==> src/lscmc_pkg.sv <==
// constants for the low-side channel mode control block
package lscmc_pkg;
  localparam int LSCMC_CHANNELS = 12;
  localparam logic [1:0] LSCMC_CMD_STANDBY = 2'h0;
  localparam logic [1:0] LSCMC_CMD_ON = 2'h2;
  localparam logic [1:0] LSCMC_CMD_OFF = 2'h3;
  localparam logic [1:0] LSCMC_CMD_RESET = 2'h3;
  localparam logic LSCMC_TER_RESET = 1'h1;
  localparam logic [7:0] LSCMC_ADDR_CMD = 8'h00;
  localparam logic [7:0] LSCMC_ADDR_FAULT = 8'h04;
  localparam logic [7:0] LSCMC_ADDR_STATUS = 8'h08;
  localparam logic [7:0] LSCMC_ADDR_IRQ_STAT = 8'h0C;
  localparam logic [7:0] LSCMC_ADDR_IRQ_MASK = 8'h10;
  localparam logic [7:0] LSCMC_ADDR_OUTPUT = 8'h14;
  localparam int LSCMC_IRQ_BITS = 4;
  localparam int LSCMC_IRQ_OVERLOAD = 0;
  localparam int LSCMC_IRQ_STANDBY = 1;
  localparam int LSCMC_IRQ_LOCKOUT = 2;
  localparam int LSCMC_IRQ_FRAME = 3;
  typedef enum logic [1:0] {
    LSCMC_ST_LOCKOUT = 2'h0,
    LSCMC_ST_SLEEP = 2'h1,
    LSCMC_ST_RUN = 2'h3
  } lscmc_state_t;
endpackage

==> src/lscmc_sync.sv <==
// two-stage synchroniser for a bundle of asynchronous inputs
`timescale 1ns/1ps
module lscmc_sync #(
  parameter int WIDTH = 1
) (
  input wire logic ref_clk,
  input wire logic rst_n,
  input wire logic [WIDTH-1:0] async_in,
  output logic [WIDTH-1:0] sync_out
);
  logic [WIDTH-1:0] stage1;

  always_ff @(posedge ref_clk) begin
    if (!rst_n) begin
      stage1 <= '0;
      sync_out <= '0;
    end else begin
      stage1 <= async_in;
      sync_out <= stage1;
    end
  end
endmodule

==> src/lscmc_top.sv <==
// channel mode, fault latch and power-up control for the twelve low-side drivers
//
// The address-and-strobe port and the register addresses were decided locally.
`timescale 1ns/1ps
module lscmc_top
  import lscmc_pkg::*;
#(
  parameter int CHANNELS = LSCMC_CHANNELS
) (
  input wire logic ref_clk,
  input wire logic rst_n,
  input wire logic vdd_por_n,
  input wire logic vdda_por_n,
  input wire logic enable,
  input wire logic [CHANNELS-1:0] overload,
  input wire logic frame_error,
  input wire logic [7:0] addr,
  input wire logic [31:0] wdata,
  input wire logic wr,
  input wire logic rd,
  output logic [31:0] rdata,
  output logic [CHANNELS-1:0] switch_on,
  output logic [CHANNELS-1:0] diag_sink_en,
  output logic global_standby,
  output logic low_iq,
  output logic irq
);
  localparam int CW = 2 * CHANNELS;

  logic [CHANNELS+3:0] pin_sync;
  logic por_ok;
  logic en_ok;
  logic [CHANNELS-1:0] ovl_s;
  logic frame_err_s;
  logic frame_err_d;
  lscmc_state_t state;
  lscmc_state_t next_state;
  logic [CW-1:0] cmd;
  logic [CHANNELS-1:0] fault;
  logic [CHANNELS-1:0] powerup;
  logic transmission_error_flag;
  logic [LSCMC_IRQ_BITS-1:0] irq_stat;
  logic [LSCMC_IRQ_BITS-1:0] irq_mask;
  logic [LSCMC_IRQ_BITS-1:0] irq_event;
  logic run;
  logic cmd_wr;
  logic standby_seen;
  logic all_standby;
  logic [CHANNELS-1:0] ch_on;
  logic [CHANNELS-1:0] ch_diag;
  logic [CHANNELS-1:0] new_fault;

  // command field of one channel out of a packed word
  function automatic logic [1:0] ch_cmd(input logic [CW-1:0] word, input int ch);
    ch_cmd = word[2*ch +: 2];
  endfunction

  // pins from outside the clock domain
  lscmc_sync #(
    .WIDTH(CHANNELS + 4)
  ) u_sync (
    .ref_clk(ref_clk),
    .rst_n(rst_n),
    .async_in({frame_error, overload, enable, vdda_por_n, vdd_por_n}),
    .sync_out(pin_sync)
  );

  assign por_ok = pin_sync[0] & pin_sync[1];
  assign en_ok = pin_sync[2];
  assign ovl_s = pin_sync[CHANNELS+2:3];
  assign frame_err_s = pin_sync[CHANNELS+3];

  always_comb begin
    case (state)
      LSCMC_ST_LOCKOUT: next_state = en_ok ? LSCMC_ST_RUN : LSCMC_ST_SLEEP;
      LSCMC_ST_SLEEP: next_state = en_ok ? LSCMC_ST_RUN : LSCMC_ST_SLEEP;
      LSCMC_ST_RUN: next_state = en_ok ? LSCMC_ST_RUN : LSCMC_ST_SLEEP;
      default: next_state = LSCMC_ST_LOCKOUT;
    endcase
    if (!por_ok) begin
      next_state = LSCMC_ST_LOCKOUT;
    end
  end

  always_ff @(posedge ref_clk) begin
    if (!rst_n) begin
      state <= LSCMC_ST_LOCKOUT;
    end else begin
      state <= next_state;
    end
  end

  assign run = (state == LSCMC_ST_RUN) && (next_state == LSCMC_ST_RUN);
  assign cmd_wr = run && wr && (addr == LSCMC_ADDR_CMD);

  always_comb begin
    standby_seen = 1'b0;
    all_standby = 1'b1;
    for (int i = 0; i < CHANNELS; i++) begin
      if (cmd_wr && ch_cmd(wdata[CW-1:0], i) == LSCMC_CMD_STANDBY) begin
        standby_seen = 1'b1;
      end
      if (ch_cmd(cmd, i) != LSCMC_CMD_STANDBY) begin
        all_standby = 1'b0;
      end
    end
  end

  // command word: all ones out of reset, lockout or sleep
  always_ff @(posedge ref_clk) begin
    if (!rst_n) begin
      cmd <= '1;
    end else if (!run) begin
      cmd <= '1;
    end else if (cmd_wr) begin
      cmd <= wdata[CW-1:0];
    end
  end

  generate
    for (genvar g = 0; g < CHANNELS; g++) begin : g_ch
      assign new_fault[g] = ovl_s[g] && ch_cmd(cmd, g) == LSCMC_CMD_ON && !fault[g];

      always_ff @(posedge ref_clk) begin
        if (!rst_n) begin
          powerup[g] <= 1'b1;
        end else if (state == LSCMC_ST_LOCKOUT) begin
          powerup[g] <= 1'b1;
        end else if (state == LSCMC_ST_SLEEP) begin
          powerup[g] <= 1'b0;
        end else if (cmd_wr && ch_cmd(wdata[CW-1:0], g) == LSCMC_CMD_OFF) begin
          powerup[g] <= 1'b0;
        end
      end

      always_ff @(posedge ref_clk) begin
        if (!rst_n) begin
          fault[g] <= 1'b0;
        end else if (!run) begin
          fault[g] <= 1'b0;
        end else if (new_fault[g]) begin
          fault[g] <= 1'b1;
        end else if (standby_seen) begin
          fault[g] <= 1'b0;
        end
      end

      always_comb begin
        ch_on[g] = run && !all_standby && ch_cmd(cmd, g) == LSCMC_CMD_ON
          && !fault[g] && !ovl_s[g];
        ch_diag[g] = run && !all_standby && ch_cmd(cmd, g) == LSCMC_CMD_OFF
          && !powerup[g];
      end
    end
  endgenerate

  // transmission error flag set out of reset, cleared by a command write
  always_ff @(posedge ref_clk) begin
    if (!rst_n) begin
      transmission_error_flag <= LSCMC_TER_RESET;
    end else if (!run) begin
      transmission_error_flag <= LSCMC_TER_RESET;
    end else if (frame_err_s) begin
      transmission_error_flag <= 1'b1;
    end else if (cmd_wr) begin
      transmission_error_flag <= 1'b0;
    end
  end

  always_ff @(posedge ref_clk) begin
    if (!rst_n) begin
      frame_err_d <= 1'b0;
    end else begin
      frame_err_d <= frame_err_s;
    end
  end

  always_comb begin
    irq_event = '0;
    irq_event[LSCMC_IRQ_OVERLOAD] = |new_fault;
    irq_event[LSCMC_IRQ_STANDBY] = standby_seen;
    irq_event[LSCMC_IRQ_LOCKOUT] = (state != LSCMC_ST_LOCKOUT) && !por_ok;
    irq_event[LSCMC_IRQ_FRAME] = frame_err_s && !frame_err_d;
  end

  // sticky status, write one to clear, set wins
  always_ff @(posedge ref_clk) begin
    if (!rst_n) begin
      irq_stat <= '0;
    end else if (wr && addr == LSCMC_ADDR_IRQ_STAT) begin
      irq_stat <= (irq_stat & ~wdata[LSCMC_IRQ_BITS-1:0]) | irq_event;
    end else begin
      irq_stat <= irq_stat | irq_event;
    end
  end

  always_ff @(posedge ref_clk) begin
    if (!rst_n) begin
      irq_mask <= '0;
    end else if (wr && addr == LSCMC_ADDR_IRQ_MASK) begin
      irq_mask <= wdata[LSCMC_IRQ_BITS-1:0];
    end
  end

  always_ff @(posedge ref_clk) begin
    if (!rst_n) begin
      irq <= 1'b0;
    end else begin
      irq <= |((irq_stat | irq_event) & irq_mask);
    end
  end

  always_ff @(posedge ref_clk) begin
    if (!rst_n) begin
      switch_on <= '0;
      diag_sink_en <= '0;
      global_standby <= 1'b0;
      low_iq <= 1'b1;
    end else begin
      switch_on <= ch_on;
      diag_sink_en <= ch_diag;
      global_standby <= run && all_standby;
      low_iq <= !en_ok || state != LSCMC_ST_RUN;
    end
  end

  always_ff @(posedge ref_clk) begin
    if (!rst_n) begin
      rdata <= '0;
    end else if (rd) begin
      case (addr)
        LSCMC_ADDR_CMD: rdata <= 32'(cmd);
        LSCMC_ADDR_FAULT: rdata <= 32'(fault);
        LSCMC_ADDR_STATUS: rdata <= {26'h0000000, global_standby, low_iq, state, transmission_error_flag, por_ok};
        LSCMC_ADDR_IRQ_STAT: rdata <= 32'(irq_stat);
        LSCMC_ADDR_IRQ_MASK: rdata <= 32'(irq_mask);
        LSCMC_ADDR_OUTPUT: rdata <= 32'({diag_sink_en, switch_on});
        default: rdata <= 32'h00000000;
      endcase
    end else begin
      rdata <= 32'h00000000;
    end
  end
endmodule

==> config.mk <==
export PLATFORM = sky130hd
export DESIGN_NAME = lscmc_top
export DESIGN_NICKNAME = d
export VERILOG_FILES = /design/src/lscmc_pkg.sv /design/src/lscmc_sync.sv /design/src/lscmc_top.sv
export SDC_FILE = /design/constraint.sdc
export NUM_CORES = 1
export LEC_CHECK = 0
export BUFFER_PORTS_ARGS = -buffer_cell sky130_fd_sc_hd__buf_2
export CAP_MARGIN = 20
export CORE_MARGIN = 1.5
export CORE_UTILIZATION = 55
export CTS_BUF_LIST = sky130_fd_sc_hd__clkbuf_4
export DETAILED_ROUTE_END_ITERATION = 10
export GPL_TIMING_DRIVEN = 1
export PLACE_DENSITY = 0.85
export SKIP_CTS_REPAIR_TIMING = 1
export SLEW_MARGIN = 20
export SYNTH_ARGS = -nofsm -noshare
export SYNTH_HDL_FRONTEND = slang
export SYNTH_SLANG_ARGS = --single-unit
==> constraint.sdc <==
create_clock -name ref_clk -period 2.8 [get_ports ref_clk]
set_input_delay 0.56 -clock ref_clk [delete_from_list [all_inputs] [get_ports ref_clk]]
set_output_delay 0.56 -clock ref_clk [all_outputs]
set_load 0.1 [all_outputs]
==> results.cfg <==
[global_routing]
antenna_found_initial = 0
grt_pass1_vias = 4063
grt_max_degree = 42
grt_usage_pct = 27.4
grt.overflow.total = 0
grt_pass1_wl_um = 20800

[detailed_routing]
initialDrtViolationCount = 450
drt.antenna.violating_nets = 0
dr.pass1.iters = 6
wl_um = 13400
vias_per_cell = 6.01
num_vias = 4564
drc = 0
detail_route.wl_per_cell_um = 17.7

[cts]
cts_root_buf = clkbuf_4
cts.clk_slew.worst_paths_ns = 0.12
numCtsBuffers = 17
cts.sinks = 143
cts_htree_levels = 4
clockBufferDepth = 2
clkLatencyLatePin_ns = 0.52
cts_tree = built

[layout]
fill_cells = 746
multi_input_area_mm2 = 0.00213
antenna_cells = 0
fin_util_pct = 66.2
layout.nets = 695
area_growth_pct = 17.2
seqCellArea_mm2 = 0.00286
drive_gt1_share_pct = 25.3

[floorplan]
die_h_um = 99.9
fp-row-count = 35
initial_utilization_pct = 56.4
die_x_um = 99.9
core_mm2 = 0.00915
dieArea_mm2 = 0.00998
ios = 119

[setup_path]
ff2ff_setup_slack_ns = 0.87
crit_chain = buf_2, or4_4, or3_1, nor3_4, mux2i_1, nor2_1
critical_path_arrival_ns = 2.38
path_buf_inv = 1
max_stage_delay_ns = 0.59
critPathMaxFanout = 7
worst_path_max_delay_cell = or4_4
end_kind = register
critical_path_class = input port to register
crit_required_ns = 3.23
cp_top_family = simple AND/OR/NAND/NOR gates
cp-start-kind = input port

[sta]
skew_ns = 0.0204
hold_viol = 0
finalCritPeriodShare_pct = 69.6
fin_crit_ns = 1.95
fmax_mhz = 513
finalSetupViolCount = 0
fin_setup_tns_ns = 0
hold_slack_ns = 0.239
tightestPinTransition_ns = 0.706
slew_headroom_pct = 52.9
drv_slew = 0
grt_setup_unrepaired = no

[yosys]
synth_xor_area_share_pct = 0
synth-seq-cells = 143
synth-async-reset-ratio_pct = 0
syn_avg_cell_area_um2 = 9.73
synth_cell_types = 46
synth-simple-area-share_pct = 25.8
seq_area_frac_synth_pct = 55.4
netlist_area_mm2 = 0.00517
synth.top_cell.area_share_pct = 55.4
synth_edf_count = 0
synth_top_family_by_area = simple AND/OR/NAND/NOR gates
yosys.area.top_type = dfxtp_1
synthAdderAreaFrac_pct = 0
synth_area_leaders = dfxtp_1 55%, nand2_1 4.7%, and2_1 4.2%, nand3_1 4.0%, nor2_1 3.0%
synthesis.instances = 531
synth_mux_area_share_pct = 1.65
post-synth-top-count-cell = dfxtp_1
synth_common_cells = 143 x dfxtp_1, 64 x nand2_1, 41 x nand3_1, 41 x nor2_1, 35 x and2_1
synth_compound_area_share_pct = 13.0
ys.flop_type = dfxtp_1
yosys_warnings = 0

[min_path]
hold_path.class = input port to register

[status]
status = completed

[placed_design]
dp_hpwl_um = 9840
io_buffer_count = 102
gp_congestion = 0.897

[job]
drv_cap = 0

[power_and_ir_drop]
pwr_density_cell_mw_per_mm2 = 593
total_power_mw = 3.59
irDropWorstVdd_mv = 0.315
p_leak_nw = 2.47
-- cell usage in the layout (no fill, tap or decap), types with 7 or more instances in the layout --
master	netlist	routed
a21oi_1	21	21
a222oi_1	8	8
a22oi_1	16	16
a31o_2	7	7
and2_1	35	35
buf_2	7	102
buf_4	11	14
clkbuf_4	0	18
conb_1	1	8
dfxtp_1	143	143
nand2_1	64	64
nand3_1	41	41
nor2_1	41	40
nor3b_1	11	11
nor4_1	20	20
nor4bb_1	12	12
o211ai_1	10	10
-- flip-flops by register name, summed over array words and instances (netlist names), 12 cells and up --
signal and count:
fault 12, cmd 24, rdata 24, powerup 12, switch_on 12, u_sync.sync_out 16, u_sync.stage1 16, diag_sink_en 12
-- logic make-up (layout without fill, tap and decap cells) --
logic type	Yosys count	count (layout)
other	1	8
buffers and inverters	41	151
AO/OA/AOI/OAI	91	91
AND/OR/NAND/NOR	247	247
flip-flops	143	143
multiplexers	8	8
-- routing by layer --
metal	GRT usage [%]	part of all wire, %	up-vias
li1	-	-	2110
met1	38.6	43	2132
met2	40.6	44	283
met3	6.34	10	39
met4	11.6	2.7	0
met5	0	0	-
-- stage by stage --
| stage | worst slack [ns] | cell area (µm²) | std cells |
|---|---|---|---|
| 2_1_floorplan | 0.513 | 5190 | 538 |
| 3_3_place_gp | 0.365 | 5760 | 727 |
| 3_5_place_dp | 0.310 | 5760 | 727 |
| 4_1_cts | 0.873 | 6060 | 759 |
| 5_1_grt | 0.724 | 6060 | 759 |
| 6_report | 0.850 | 6060 | 759 |
-- final timing paths --
path	startpoint	end	cells after the start
hold reg to reg	u_sync.stage1[0]$_SDFF_PN0_	u_sync.sync_out[0]$_SDFF_PN0_	1
setup / recovery	addr[5]	irq_mask[2]$_SDFFE_PN0P_	6
hold / removal	overload[9]	u_sync.stage1[12]$_SDFF_PN0_	2
setup reg to reg	state[0]$_SDFF_PN0_	diag_sink_en[0]$_SDFF_PN0_	4
-- report_power, final --
| group | total [mW] | internal [mW] | switching, mW |
|---|---|---|---|
| logic | 0.155 | 0.0522 | 0.103 |
| registers | 2.07 | 2.06 | 0.0118 |
| clock network | 1.37 | 0.630 | 0.737 |
-- cell type report --
| cell class | instances | area share (%) |
|---|---|---|
| Clock buffer | 18 | 2.23 |
| Timing Repair Buffer | 116 | 10.2 |
| Inverter | 3 | 0.186 |
| Multi-Input combinational cell | 354 | 35.2 |
| Tap cell | 111 | 2.29 |
| Clock inverter | 14 | 2.69 |
| Sequential cell | 143 | 47.3 |
Power figures use the tool's default switching activity.
